$ cat src/inc/hfrpc_pkg.sv
// constants for the fifo split, soft reset and power management register slice
package hfrpc_pkg;
    // register byte offsets (word aligned, bit 1 picks the 16-bit half)
    localparam logic [7:0]  HARDWARE_CONFIGURATION_OFS       = 8'h74;
    localparam logic [7:0]  POWER_MGMT_CONTROL_OFS     = 8'h84;
    // hardware_configuration fields
    localparam int          TX_KB_LSB        = 16;
    localparam logic [3:0]  TX_KB_RST        = 4'h5;
    localparam logic [3:0]  TX_KB_MAX        = 4'he;
    localparam int          CFG_ZERO_LSB     = 12;
    localparam logic [1:0]  CFG_ZERO_RST     = 2'h0;
    localparam int          SOFT_RESET_BIT_BIT         = 0;
    localparam int          HW_READY_BIT     = 27;
    // power_mgmt_control fields
    localparam int          ED2_STS_BIT      = 17;
    localparam int          ED1_STS_BIT      = 16;
    localparam int          ED2_EN_BIT       = 15;
    localparam int          STYLE_BIT        = 3;
    localparam int          WAKE_EN_BIT      = 1;
    localparam int          READY_BIT        = 0;
    // fifo memory split in bytes
    localparam logic [15:0] TX_STATUS_BYTES  = 16'h0200;
    localparam logic [15:0] FIFO_TOTAL_BYTES = 16'h4000;
    // timing
    localparam int          CLK_PERIOD_NS    = 25;
    localparam int          WAKE_PULSE_NS    = 50000000;
    localparam int          WAKE_PULSE_CYC   = WAKE_PULSE_NS / CLK_PERIOD_NS;
    localparam int          SOFT_RESET_BIT_CYC         = 16;
    localparam int          SETTLE_CYC       = 64;
    // reset sequencer states
    typedef enum logic [1:0] {
        HFRPC_RUN    = 2'b00,
        HFRPC_SOFT_RESET_BIT   = 2'b01,
        HFRPC_SETTLE = 2'b10
    } hfrpc_state_type;
endpackage

$ cat src/verilog/hfrpc_ctrl.sv
// fifo split, soft reset and wake control register slice
// What this block does
// - tx fifo size field bits 19:16, 1KB units, max 14KB, resets to 5
// - tx status fifo takes 512 bytes, tx data fifo the rest
// - tx data fifo carries both frame data and tx command words
// - rx fifos get 16KB minus the tx allocation
// - writing soft reset bit resets bus interface, mac and registers here
// - soft reset bit clears itself when the reset completes
// - soft reset bit reads one while digital reset is asserted
// - power control register answers reads even in reset or not ready
// - each 16-bit half of power control is readable alone
// - energy detect flags set on phy event, bit 17 port 2, 16 port 1
// - power control register shows the device ready flag
// - style 0 gives a 50ms wake pulse, style 1 drives it continuously
`timescale 1ns/10ps
module hfrpc_ctrl #(
    parameter int WAKE_PULSE_CYCLES = hfrpc_pkg::WAKE_PULSE_CYC,
    parameter int SOFT_RESET_BIT_CYCLES       = hfrpc_pkg::SOFT_RESET_BIT_CYC,
    parameter int SETTLE_CYCLES     = hfrpc_pkg::SETTLE_CYC
) (
    input  wire logic        clk,
    input  wire logic        rst,
    input  wire logic [7:0]  bus_addr,
    input  wire logic        bus_rd,
    input  wire logic        bus_wr,
    input  wire logic [15:0] bus_wdata,
    output logic      [15:0] bus_rdata,
    output logic             bus_rvalid,
    input  wire logic        digital_reset_in,
    input  wire logic        energy_detect_p1,
    input  wire logic        energy_detect_p2,
    output logic             soft_reset_out,
    output logic             device_ready,
    output logic             wake_event_output,
    output logic             wake_irq_set,
    output logic      [15:0] tx_data_fifo_bytes,
    output logic      [15:0] tx_status_fifo_bytes,
    output logic      [15:0] rx_fifo_bytes
);
    import hfrpc_pkg::*;

    hfrpc_state_type st_r, st_nxt;
    logic [15:0] seq_cnt_r, seq_cnt_nxt;
    logic [20:0] pulse_cnt_r, pulse_cnt_nxt;
    logic [3:0]  tx_kb_r, tx_kb_nxt;
    logic [1:0]  cfg_zero_r, cfg_zero_nxt;
    logic        ed1_r, ed1_nxt, ed2_r, ed2_nxt, ed2_en_r, ed2_en_nxt;
    logic        style_r, style_nxt, wake_en_r, wake_en_nxt;
    logic [15:0] rdata_nxt, txd_nxt, txs_nxt, rx_nxt, tx_total;
    logic        rvalid_nxt, soft_reset_bit_out_nxt, ready_nxt, wake_nxt, irq_nxt;
    logic        wr_hw_lo, wr_hw_hi, wr_pm_lo, wr_pm_hi, wake_evt, soft_reset_bit_rd;
    logic [31:0] hw_word, pm_word;
    logic [15:0] soft_reset_bit_run_r, soft_reset_bit_run_nxt;

    // decode and next state of every register
    always_comb begin
        wr_hw_lo = bus_wr && device_ready && bus_addr == HARDWARE_CONFIGURATION_OFS;
        wr_hw_hi = bus_wr && device_ready && bus_addr == (HARDWARE_CONFIGURATION_OFS | 8'h02);
        wr_pm_lo = bus_wr && device_ready && bus_addr == POWER_MGMT_CONTROL_OFS;
        wr_pm_hi = bus_wr && device_ready && bus_addr == (POWER_MGMT_CONTROL_OFS | 8'h02);
        wake_evt = energy_detect_p2 && ed2_en_r;
        soft_reset_bit_rd  = (st_r == HFRPC_SOFT_RESET_BIT) || digital_reset_in;
        st_nxt = st_r;
        seq_cnt_nxt = seq_cnt_r;
        tx_kb_nxt = tx_kb_r;
        cfg_zero_nxt = cfg_zero_r;
        ed2_en_nxt = ed2_en_r;
        style_nxt = style_r;
        wake_en_nxt = wake_en_r;
        // flags: a new event wins over a clear in the same cycle
        ed1_nxt = energy_detect_p1 || (ed1_r && !(wr_pm_hi && bus_wdata[0]));
        ed2_nxt = energy_detect_p2 || (ed2_r && !(wr_pm_hi && bus_wdata[1]));
        if (wr_hw_hi) begin
            // values above the maximum saturate
            tx_kb_nxt = (bus_wdata[3:0] > TX_KB_MAX) ? TX_KB_MAX : bus_wdata[3:0];
        end
        if (wr_hw_lo) begin
            cfg_zero_nxt = bus_wdata[CFG_ZERO_LSB +: 2];
        end
        if (wr_pm_lo) begin
            ed2_en_nxt  = bus_wdata[ED2_EN_BIT];
            style_nxt   = bus_wdata[STYLE_BIT];
            wake_en_nxt = bus_wdata[WAKE_EN_BIT];
        end
        // soft reset sequencer
        case (st_r)
            HFRPC_RUN: begin
                if (digital_reset_in || (wr_hw_lo && bus_wdata[SOFT_RESET_BIT_BIT])) begin
                    st_nxt = HFRPC_SOFT_RESET_BIT;
                    seq_cnt_nxt = 16'(SOFT_RESET_BIT_CYCLES - 1);
                end
            end
            HFRPC_SOFT_RESET_BIT: begin
                if (seq_cnt_r != 16'h0000) begin
                    seq_cnt_nxt = seq_cnt_r - 16'h0001;
                end else if (!digital_reset_in) begin
                    st_nxt = HFRPC_SETTLE;
                    seq_cnt_nxt = 16'(SETTLE_CYCLES - 1);
                end
            end
            HFRPC_SETTLE: begin
                if (digital_reset_in) begin
                    st_nxt = HFRPC_SOFT_RESET_BIT;
                    seq_cnt_nxt = 16'(SOFT_RESET_BIT_CYCLES - 1);
                end else if (seq_cnt_r != 16'h0000) begin
                    seq_cnt_nxt = seq_cnt_r - 16'h0001;
                end else begin
                    st_nxt = HFRPC_RUN;
                end
            end
            default: begin
                st_nxt = HFRPC_SETTLE;
                seq_cnt_nxt = 16'(SETTLE_CYCLES - 1);
            end
        endcase
        // soft reset returns this slice to defaults
        if (st_r == HFRPC_SOFT_RESET_BIT) begin
            tx_kb_nxt = TX_KB_RST;
            cfg_zero_nxt = CFG_ZERO_RST;
            ed1_nxt = 1'b0;
            ed2_nxt = 1'b0;
            ed2_en_nxt = 1'b0;
            style_nxt = 1'b0;
            wake_en_nxt = 1'b0;
        end
        soft_reset_bit_out_nxt = (st_nxt == HFRPC_SOFT_RESET_BIT);
        ready_nxt = (st_nxt == HFRPC_RUN);
        // fifo split derived from the allocation in 1KB units
        tx_total = {2'b00, tx_kb_nxt, 10'h000};
        txs_nxt = TX_STATUS_BYTES;
        txd_nxt = tx_total - TX_STATUS_BYTES;
        rx_nxt = FIFO_TOTAL_BYTES - tx_total;
        // wake output: pulse counter or level
        pulse_cnt_nxt = pulse_cnt_r;
        if (wake_evt && wake_en_r && !style_r) begin
            pulse_cnt_nxt = 21'(WAKE_PULSE_CYCLES);
        end else if (pulse_cnt_r != 21'h000000) begin
            pulse_cnt_nxt = pulse_cnt_r - 21'h000001;
        end
        if (!wake_en_nxt || !ed2_en_nxt || style_nxt) begin
            pulse_cnt_nxt = 21'h000000;
        end
        if (style_r) begin
            wake_nxt = wake_en_r && ed2_en_r && (ed2_r || wake_evt);
        end else begin
            wake_nxt = pulse_cnt_nxt != 21'h000000;
        end
        irq_nxt = wake_evt;
        // run length of the soft reset phase once digital reset has gone
        soft_reset_bit_run_nxt = 16'h0000;
        if (soft_reset_out && !digital_reset_in) begin
            soft_reset_bit_run_nxt = soft_reset_bit_run_r + 16'h0001;
        end
        // read mux, both registers readable in every state
        hw_word = 32'h00000000;
        hw_word[TX_KB_LSB +: 4] = tx_kb_r;
        hw_word[CFG_ZERO_LSB +: 2] = cfg_zero_r;
        hw_word[HW_READY_BIT] = device_ready;
        hw_word[SOFT_RESET_BIT_BIT] = soft_reset_bit_rd;
        pm_word = 32'h00000000;
        pm_word[ED2_STS_BIT] = ed2_r;
        pm_word[ED1_STS_BIT] = ed1_r;
        pm_word[ED2_EN_BIT] = ed2_en_r;
        pm_word[STYLE_BIT] = style_r;
        pm_word[WAKE_EN_BIT] = wake_en_r;
        pm_word[READY_BIT] = device_ready;
        rvalid_nxt = bus_rd;
        rdata_nxt = 16'h0000;
        if (bus_rd) begin
            case ({bus_addr[7:2], 2'b00})
                HARDWARE_CONFIGURATION_OFS:   rdata_nxt = bus_addr[1] ? hw_word[31:16] : hw_word[15:0];
                POWER_MGMT_CONTROL_OFS: rdata_nxt = bus_addr[1] ? pm_word[31:16] : pm_word[15:0];
                default:      rdata_nxt = 16'h0000;
            endcase
        end
    end

    // register stage
    always_ff @(posedge clk) begin
        if (rst) begin
            st_r <= HFRPC_SETTLE;
            seq_cnt_r <= 16'(SETTLE_CYCLES - 1);
            pulse_cnt_r <= 21'h000000;
            tx_kb_r <= TX_KB_RST;
            cfg_zero_r <= CFG_ZERO_RST;
            ed1_r <= 1'b0;
            ed2_r <= 1'b0;
            ed2_en_r <= 1'b0;
            style_r <= 1'b0;
            wake_en_r <= 1'b0;
            bus_rdata <= 16'h0000;
            bus_rvalid <= 1'b0;
            soft_reset_out <= 1'b0;
            device_ready <= 1'b0;
            wake_event_output <= 1'b0;
            wake_irq_set <= 1'b0;
            tx_data_fifo_bytes <= {2'b00, TX_KB_RST, 10'h000} - TX_STATUS_BYTES;
            tx_status_fifo_bytes <= TX_STATUS_BYTES;
            rx_fifo_bytes <= FIFO_TOTAL_BYTES - {2'b00, TX_KB_RST, 10'h000};
            soft_reset_bit_run_r <= 16'h0000;
        end else begin
            st_r <= st_nxt;
            seq_cnt_r <= seq_cnt_nxt;
            pulse_cnt_r <= pulse_cnt_nxt;
            tx_kb_r <= tx_kb_nxt;
            cfg_zero_r <= cfg_zero_nxt;
            ed1_r <= ed1_nxt;
            ed2_r <= ed2_nxt;
            ed2_en_r <= ed2_en_nxt;
            style_r <= style_nxt;
            wake_en_r <= wake_en_nxt;
            bus_rdata <= rdata_nxt;
            bus_rvalid <= rvalid_nxt;
            soft_reset_out <= soft_reset_bit_out_nxt;
            device_ready <= ready_nxt;
            wake_event_output <= wake_nxt;
            wake_irq_set <= irq_nxt;
            tx_data_fifo_bytes <= txd_nxt;
            tx_status_fifo_bytes <= txs_nxt;
            rx_fifo_bytes <= rx_nxt;
            soft_reset_bit_run_r <= soft_reset_bit_run_nxt;
        end
    end
endmodule
$ cat config.mk
export PLATFORM = sky130hd
export DESIGN_NAME = hfrpc_ctrl
export DESIGN_NICKNAME = d
export VERILOG_FILES = /design/src/inc/hfrpc_pkg.sv /design/src/verilog/hfrpc_ctrl.sv
export SDC_FILE = /design/constraint.sdc
export NUM_CORES = 1
export LEC_CHECK = 0
export BUFFER_PORTS_ARGS = -buffer_cell sky130_fd_sc_hd__buf_4
export CAP_MARGIN = 40
export CORE_ASPECT_RATIO = 0.5
export CORE_MARGIN = 4
export CORE_UTILIZATION = 40
export DETAILED_ROUTE_END_ITERATION = 16
export MAX_ROUTING_LAYER = met4
export PLACE_DENSITY = 0.64
export REMOVE_ABC_BUFFERS = 1
export SKIP_LAST_GASP = 1
export SLEW_MARGIN = 20
export SYNTH_ARGS = -nofsm -noshare
export SYNTH_HDL_FRONTEND = slang
export SYNTH_SLANG_ARGS = --single-unit
$ cat constraint.sdc
create_clock -name clk -period 2.9 [get_ports clk]
set_input_delay 0.435 -clock clk [delete_from_list [all_inputs] [get_ports clk]]
set_output_delay 0.435 -clock clk [all_outputs]
set_load 0.05 [all_outputs]
# Word level (Yosys, flattened, before mapping)
# Index checks and enable logic that the tools add are counted.
[totals] register_bits=103 elab_cells=99
[classes] n_addsub=4 n_lt_le_gt_ge=1 eq_ne=12 mux=28 n_bitwise=1 reduce_logical=35
[ops] cell="$mux 16" count=6
[ops] cell="$mux 21" count=3
[ops] cell="$pmux 16 s3" count=1
[ops] cell="$reduce_bool 21->1" count=2
[ops] cell="$pmux 16 s2" count=1
[ops] cell="$sub 21x1->21 const B" count=1
[ops] cell="$eq 8x7->1 const B" count=2
[ops] cell="$eq 8x8->1 const B" count=2
[ops] cell="$reduce_bool 16->1" count=1
[ops] cell="$sub 15x14->16 const A" count=1
[ops] cell="$sub 16x1->16 const B" count=1
[ops] cell="$logic_and 1x1->1" count=15
[ops] cell="$sub 14x10->15 const B" count=1
[ops] cell="$mux 14" count=1
[ops] cell="$mux 4" count=3
[ops] cell="$mux 2" count=5
[ops] cell="$logic_or 1x1->1" count=7
[ops] cell="$mux 1" count=7
[ops] cell="$eq 6x5->1 const B" count=1
[ops] cell="$eq 6x6->1 const B" count=1
[ops] cell="$pmux 2 s3" count=1
[ops] cell="$logic_not 1->1" count=5
[ops] cell="$eq 2x1->1 const B" count=2
[ops] cell="$gt 4x4->1 const B" count=1
[ops] cell="8 further kinds" count=10

# Logic depth before layout (Yosys ltp)
# Gate-level depths: netlist of run 1.
[depth] word_depth=10 ltp_mapped=11 mapped_depth_nobuf=9

# Least setup slack after synthesis of run 1
# Ideal clock, no wire load.
[synth_path] kind="register to register" startpoint="reg device_ready" endpoint="reg rx_fifo_bytes[11]" setup_ps=127 arrival_time_ps=2282 required_ps=2773 path_slack_ps=491 stages_incl_launch_ff=7 n_path_buf=0 cell_sequence="dfxtp_1 nand4b_1 nor3_1 mux2i_1 or2_2 ha_1 or2_2"
[synth_via] elab_chain_len=5
[synth_lines] element="start, declared" line_no="hfrpc_ctrl.sv:33" text="output logic device_ready,"
[synth_lines] element="start signal, assigned" line_no="hfrpc_ctrl.sv:215" text="device_ready <= ready_nxt;"
[synth_lines] element="$logic_and 1x1->1 (2 in series)" line_no="hfrpc_ctrl.sv:58" text="wr_hw_hi = bus_wr && device_ready && bus_addr == (HARDWARE_CONFIGURATION_OFS | 8'h02);"
[synth_lines] element="$mux 4" line_no="hfrpc_ctrl.sv:73" text="if (wr_hw_hi) begin"
[synth_lines] element="$mux 4" line_no="hfrpc_ctrl.sv:117" text="if (st_r == HFRPC_SOFT_RESET_BIT) begin"
[synth_lines] element="$sub 15x14->16" line_no="hfrpc_ctrl.sv:132" text="rx_nxt = FIFO_TOTAL_BYTES - tx_total;"
[synth_lines] element="named net rx_nxt[11]" line_no="hfrpc_ctrl.sv:49" text="logic [15:0] rdata_nxt, txd_nxt, txs_nxt, rx_nxt, tx_total;"
[synth_lines] element="end signal, assigned" line_no="hfrpc_ctrl.sv:199" text="rx_fifo_bytes <= FIFO_TOTAL_BYTES - {2'b00, TX_KB_RST, 10'h000};"
[synth_lines] element="end signal, assigned" line_no="hfrpc_ctrl.sv:220" text="rx_fifo_bytes <= rx_nxt;"
[synth_lines] element="end, declared" line_no="hfrpc_ctrl.sv:38" text="output logic [15:0] rx_fifo_bytes"
# The timed path passes the listed nets, and every way through them passes these cells.
# A chain may end at the register's enable or synchronous reset.

# Worst setup path in the final report of run 1
[layout_path] startpoint="reg pulse_cnt_r[0]" endpoint="reg wake_event_output"
[layout_via] elab_chain_len=6 word_cells_on_any_way=7 cone_classes="1 x add/sub; 4 x mux; 2 x reduce/logical"
[layout_lines] element="start, declared" line_no="hfrpc_ctrl.sv:44" text="logic [20:0] pulse_cnt_r, pulse_cnt_nxt;"
[layout_lines] element="start signal, assigned" line_no="hfrpc_ctrl.sv:204" text="pulse_cnt_r <= pulse_cnt_nxt;"
[layout_lines] element="$sub 21x1->21 / $reduce_bool 21->1 (equally long branches)" line_no="hfrpc_ctrl.sv:138, hfrpc_ctrl.sv:137"
[layout_lines] element="$mux 21 *" line_no="hfrpc_ctrl.sv:137" text="end else if (pulse_cnt_r != 21'h000000) begin"
[layout_lines] element="$mux 21 *" line_no="hfrpc_ctrl.sv:135" text="if (wake_evt && wake_en_r && !style_r) begin"
[layout_lines] element="$mux 21 *" line_no="hfrpc_ctrl.sv:140" text="if (!wake_en_nxt || !ed2_en_nxt || style_nxt) begin"
[layout_lines] element="$reduce_bool 21->1 *" line_no="hfrpc_ctrl.sv:146" text="wake_nxt = pulse_cnt_nxt != 21'h000000;"
[layout_lines] element="$mux 1 *" line_no="hfrpc_ctrl.sv:143" text="if (style_r) begin"
[layout_lines] element="end signal, assigned" line_no="hfrpc_ctrl.sv:216" text="wake_event_output <= wake_nxt;"
[layout_lines] element="end, declared" line_no="hfrpc_ctrl.sv:34" text="output logic wake_event_output,"
# Mark *: on every way between the ends. The rest lies on a longest branch, timed or not.

==> metrics.txt, run 1 <==
Syn-to-layout area delta 15.2%; WP data arrival 2.68 ns; crit end category register; final setup fails 0; clock latency on the worst-skew pair 0.33 ns; ANT nets after route 0; period utilization 85.4%; clk root buf clkbuf_16; Row Count 24; Post-synth EDFFs 0; Reg power frac 44.9%; cell area after placement 3940 um^2; RSZ-0062 raised after global routing no; Slew Viols, Final 0; cts repair resizes 0; final hold viol count 0; n_diodes 0; TritonCTS Sinks 72; fin util 47.8%; first-pass GRT wire length 12,600 um; share of post-route cells with drive strength above 1 17.5%; worst r2r dst wake_event_output; height of the die 75.6 um; register area share after synthesis 39.5%; 1st-iter DRT viols 117; R2R depth 10; fin area 4210 um^2; hold buffers post-CTS 0; Reg2Reg Setup Slack 0.42 ns; First-pass DRT Iterations 4; initial antenna violation count 0; Async SR Flop Fraction 0%; Cells after Synth 422; Warnings, synthesis 0; PortBufs 45; Initial Utilization 41.5%; number of synthesized register bits 72; # fillers 875; largest area contributor in the netlist dfxtp_1; CP Max Fanout 7; Clock power frac 44.5%; Max H-tree Level 3; Overflow after GRT 0; leak pwr 1.74 nW; IO Pins 100; RR Startpoint pulse_cnt_r[0]; Startpoint Class register; Comb pwr share 10.6%; synthesized area per cell 8.65 um^2; post-DR vias/cell 4.84; core area 8800 um^2; setup tns final 0 ns; vias in the first global route 2,672; hold crit path type in -> reg; run status completed; total of max-cap violations 0; Setup Crit Path Kind reg -> reg; peak supply drop 0.351 mV; Mapped Area 3650 um^2; Post-DP HPWL 5510 um; GRT Overall Usage 15.2%; maximum clock path buffer count 2; GPL Wtd Cong 0.839; Power Internal 0.00167 W; nets@finish 506; measured slew at the worst slew-check pin 0.509 ns; Placed Cells 577; largest net degree at the start of global routing 16; Commonest cells post-synth dfxtp_1, nor2_1, buf_4; post-synth cell types 55; Vias 2,864; Tmin final 2.48 ns; largest cells by area after synthesis dfxtp_1, buf_4, nor2_1; FMAX 0.404 GHz; count leader, synth dfxtp_1; CP required 3.10 ns; switching part of the total power 26.2%; die width 143 um; Worst setup startpoint pulse_cnt_r[0]; CTS tree built; top_reg_cell synth dfxtp_1; Net Switching 0.000593 W; WL final 7400 um; Clock Skew 0.00472 ns; pwr/cell area 538 nW/um^2; Setup crit end wake_event_output; Die ar. 10,800 um^2; postcts setup bufs 0; Post-route DRC 0; CTS Buf Count 9; Clock transition at path regs 0.05 ns; Non-Filler Instances 592; Slew headroom 65.9%; top-area cell type share of the netlist area 39.5%; routed len/inst 12.5 um
==> metrics by stage <==
step | setup WS, ns | hold WS, ns | total power [W]
floorplan | 0.491 | 0.429 | 0.00122
global placement | 0.250 | 0.440 | 0.00128
detailed placement | 0.217 | 0.441 | 0.00128
CTS | 0.411 | 0.298 | 0.00229
global route | 0.165 | 0.349 | 0.00235
finish | 0.422 | 0.313 | 0.00226
==> worst max-delay path, stage by stage, from the launching register on <==
cell	delay [ns]
dfxtp_1	0.36
inv_1	0.08
ha_1	0.16
nor3b_1	0.20
buf_4	0.17
nand4_1	0.24
or2_0	0.39
o31ai_1	0.22
and4_1	0.22
and4b_1	0.22
a31oi_1	0.11
==> state kept, by name, summed over array words and instances (netlist names) <==
name	cells
device_ready	1
style_r	1
bus_rdata	8
st_r	2
wake_irq_set	1
wake_event_output	1
cfg_zero_r	2
seq_cnt_r	16
pulse_cnt_r	21
soft_reset_out	1
tx_data_fifo_bytes	5
ed2_r	1
tx_kb_r	4
wake_en_r	1
ed1_r	1
ed2_en_r	1
rx_fifo_bytes	4
bus_rvalid	1
==> routing by layer <==
layer	global-route usage, %	share of wire (%)
met1	17.1	45
met2	26.5	49
met4	5.27	1.2
met5	-	0
met3	4.51	5.1
==> final cells by class <==
type	instances	area [um^2]	area share (%)
clock buffer	12	256	6.09
sequential	72	1440	34.2
timing repair buffer	55	413	9.81
tap	117	146	3.48
clock inverter	3	17.5	0.416
inverter	15	56.3	1.34
multi-input combinational	318	1880	44.6
==> worst min-delay path by stage <==
stage | startpoint | depth (start not counted) | slack [ns] | end
after CTS | energy_detect_p1 | 3 | 0.30 | ed1_r
final | energy_detect_p1 | 3 | 0.31 | ed1_r
after global placement | cfg_zero_r[0] | 1 | 0.44 | bus_rdata[12]
after global routing | energy_detect_p1 | 3 | 0.35 | ed1_r
after detailed placement | cfg_zero_r[1] | 1 | 0.44 | bus_rdata[13]
after floorplan | cfg_zero_r[0] | 1 | 0.43 | bus_rdata[12]
==> cell families after synthesis <==
family	after synthesis	share of synthesized area (%)
xor+xnor	30	7.19
simple gates	172	25.7
buf+inv	75	13.5
mux	10	2.81
compound gates	57	9.76
fa+ha+maj	4	1.37
other cells	2	0.206
flops	72	39.5
==> cells in the final DEF (no fill, tap or decap), types with 3 or more instances in the layout <==
master | netlist | layout
or4_1 | 6 | 6
nand2_1 | 19 | 19
dfxtp_1 | 72 | 72
or3_1 | 6 | 6
nor4_1 | 13 | 13
or2_2 | 6 | 6
nand2b_1 | 6 | 6
nor3_1 | 15 | 15
mux2i_1 | 8 | 8
and4b_1 | 3 | 3
conb_1 | 2 | 45
a31oi_1 | 4 | 4
nand3b_1 | 4 | 4
inv_1 | 15 | 15
xnor2_1 | 21 | 21
ha_1 | 4 | 4
nor3b_1 | 4 | 4
and4_1 | 3 | 3
nand3_1 | 3 | 3
buf_4 | 48 | 55
xor2_1 | 9 | 9
nor2_1 | 58 | 58
nand4b_1 | 5 | 5
a21oi_1 | 18 | 18
o31ai_1 | 4 | 4
and3_1 | 3 | 3
clkbuf_16 | 0 | 9
o21ai_0 | 13 | 13
a22oi_1 | 3 | 3
or2_1 | 3 | 3
nand4_1 | 3 | 3
==> power by group through the flow <==
| stage | Sequential [W] | Combinational (W) | Clock, W |
|---|---|---|---|
| floorplan | 0.00104 | 0.000177 | 0 |
| global placement | 0.00104 | 0.000237 | 0 |
| detailed placement | 0.00104 | 0.000239 | 0 |
| CTS | 0.00102 | 0.000239 | 0.00104 |
| global route | 0.00102 | 0.000258 | 0.00108 |
| finish | 0.00102 | 0.000240 | 0.00101 |
Note: power is estimated with default switching activity, not from simulation.
==> inputs of run 2 (changes only) <==
Settings changed: ABC_AREA from default to 1, PLACE_DENSITY 0.64 to 0.62.
==> metrics.txt, run 2 <==
run status completed; Async SR Flop Fraction 0%; largest net degree at the start of global routing 37; flip-flop and latch area 1440 um^2; hold crit path type in -> reg; Post-route DRC 0; CTS tree built; WP data arrival 2.48 ns; die width 154 um; fin util 46.9%; height of the die 81.0 um; Tmin final 2.25 ns; nets@finish 701; Row Count 26; leak pwr 2.38 nW; post-DR vias/cell 4.65; Hold WS 0.331 ns; top-area cell type share of the netlist area 33.8%; total of max-cap violations 0; Clock transition at path regs 0.06 ns; top_reg_cell synth dfxtp_1; overall power 0.00250 W; Cells after Synth 625; postcts setup bufs 0; first-pass GRT wire length 15,900 um; largest area contributor in the netlist dfxtp_1; GRT Overall Usage 16.3%; share of post-route cells with drive strength above 1 14.6%; Setup Crit Path Kind reg -> reg; Max H-tree Level 3; commonest non-fill, non-tap cell in the layout nor2_1; Initial Utilization 41.4%; # fillers 1,071; largest cells by area after synthesis dfxtp_1, nor2_1, nand2_1; Vias 3,770; ANT nets after route 0; max reg flops 21; 1st-iter DRT viols 141; count leader, synth nor2_1; final hold viol count 0; Biggest register pulse_cnt_r; CP required 3.13 ns; RSZ-0062 raised after global routing no; Overflow after GRT 0; GPL Wtd Cong 0.908; commonest cells after routing, fill and taps aside nor2_1, nand2_1, inv_1; biggest regs pulse_cnt_r (21), seq_cnt_r (16), bus_rdata (8); CTS Buf Count 9; initial antenna violation count 0; register area share after synthesis 33.8%; measured slew at the worst slew-check pin 0.607 ns; FMAX 0.445 GHz; First-pass DRT Iterations 4; period utilization 77.5%; Commonest cells post-synth nor2_1, nand2_1, inv_1; IO Pins 100; Startpoint Class register; post-synth cell types 41; PortBufs 45; WL final 9640 um; number of synthesized register bits 72; crit end category register; cts repair resizes 0; TritonCTS Sinks 72; pwr/cell area 518 nW/um^2; Clock Skew 0.00466 ns; Post-synth EDFFs 0; CP Max Fanout 19; Die ar. 12,500 um^2; core area 10,300 um^2; Mapped Area 4260 um^2; routed len/inst 11.9 um; clock latency on the worst-skew pair 0.34 ns; hold buffers post-CTS 0; Post-DP HPWL 7400 um; Warnings, synthesis 0; Syn-to-layout area delta 13.2%; maximum clock path buffer count 2; n_diodes 0; setup tns final 0 ns; final setup fails 0; Slew headroom 59.3%; multi-input logic area 2220 um^2; clk root buf clkbuf_16; synthesized area per cell 6.82 um^2; peak supply drop 0.278 mV; Slew Viols, Final 0; vias in the first global route 3,437
==> run 2: changes by cell type after synthesis, sizes merged, moves of 8 or more <==
| cell | previous run | this run |
|---|---|---|
| mux2i | 8 | 0 |
| o21ai | 15 | 23 |
| xnor2 | 21 | 2 |
| nor2 | 59 | 131 |
| or2 | 10 | 1 |
| nand2 | 19 | 110 |
| nand3 | 3 | 55 |
| inv | 15 | 81 |
==> run 2: layer usage <==
metal	track usage [%]	part of all wire [%]	vias up
met1	18.8	46	1691
met4	5.55	1.7	0
met5	-	0	-
met2	28.2	48	82
met3	4.15	4.3	14
li1	-	-	1983
==> run 2: cells by family after synthesis <==
| kind of cell | synth area share, % |
|---|---|
| and+or+nand+nor | 37.2 |
| other | 0.176 |
| adders and majority gates | 1.17 |
| AOI/OAI and AO/OA | 7.55 |
| DFF | 33.8 |
| buffers and inverters | 17.8 |
| xor gates and xnor gates | 2.26 |
==> run 2: final timing paths <==
| path | start | endpoint | slack, ns | depth (start not counted) |
|---|---|---|---|---|
| worst max-delay path | pulse_cnt_r[0] | wake_event_output | 0.65 | 13 |
| worst min-delay path | bus_wdata[1] | ed2_r | 0.33 | 2 |
| worst max register to register | pulse_cnt_r[0] | wake_event_output | 0.65 | 13 |
| worst min register to register | seq_cnt_r[6] | seq_cnt_r[6] | 0.45 | 1 |
==> run 2: stage by stage <==
stage,instance area [um^2],instances,setup WS (ns)
2_1_floorplan,3980,609,0.632
3_3_place_gp,4500,795,0.588
3_5_place_dp,4500,795,0.562
4_1_cts,4820,811,0.648
5_1_grt,4820,811,0.359
6_report,4820,811,0.654
==> run 2: layout make-up <==
cell class	count	area share, %
flip-flops and latches	72	29.9
inverters	83	6.51
clock inverters	6	1.95
multi-input cells	454	46.1
well taps	140	3.63
clock buffers	10	4.75
repair buffers	46	7.16
==> run 2: worst max-delay path, stage by stage, from the launching register on <==
cell,delay [ns]
dfxtp_1,0.34
inv_1,0.13
ha_1,0.27
nand2_2,0.14
nor2_4,0.21
nand3_4,0.24
inv_1,0.14
nand2_1,0.06
nand3_1,0.08
a21oi_1,0.09
nor2_1,0.17
nand3_1,0.12
nor2_1,0.10
nor2_1,0.05
==> run 2: power by group <==
part	switching [W]	internal, W	leakage (nW)
clock	0.000437	0.000757	0.153
sequential	0.0000120	0.00101	0.583
combinational	0.000233	0.0000515	1.65
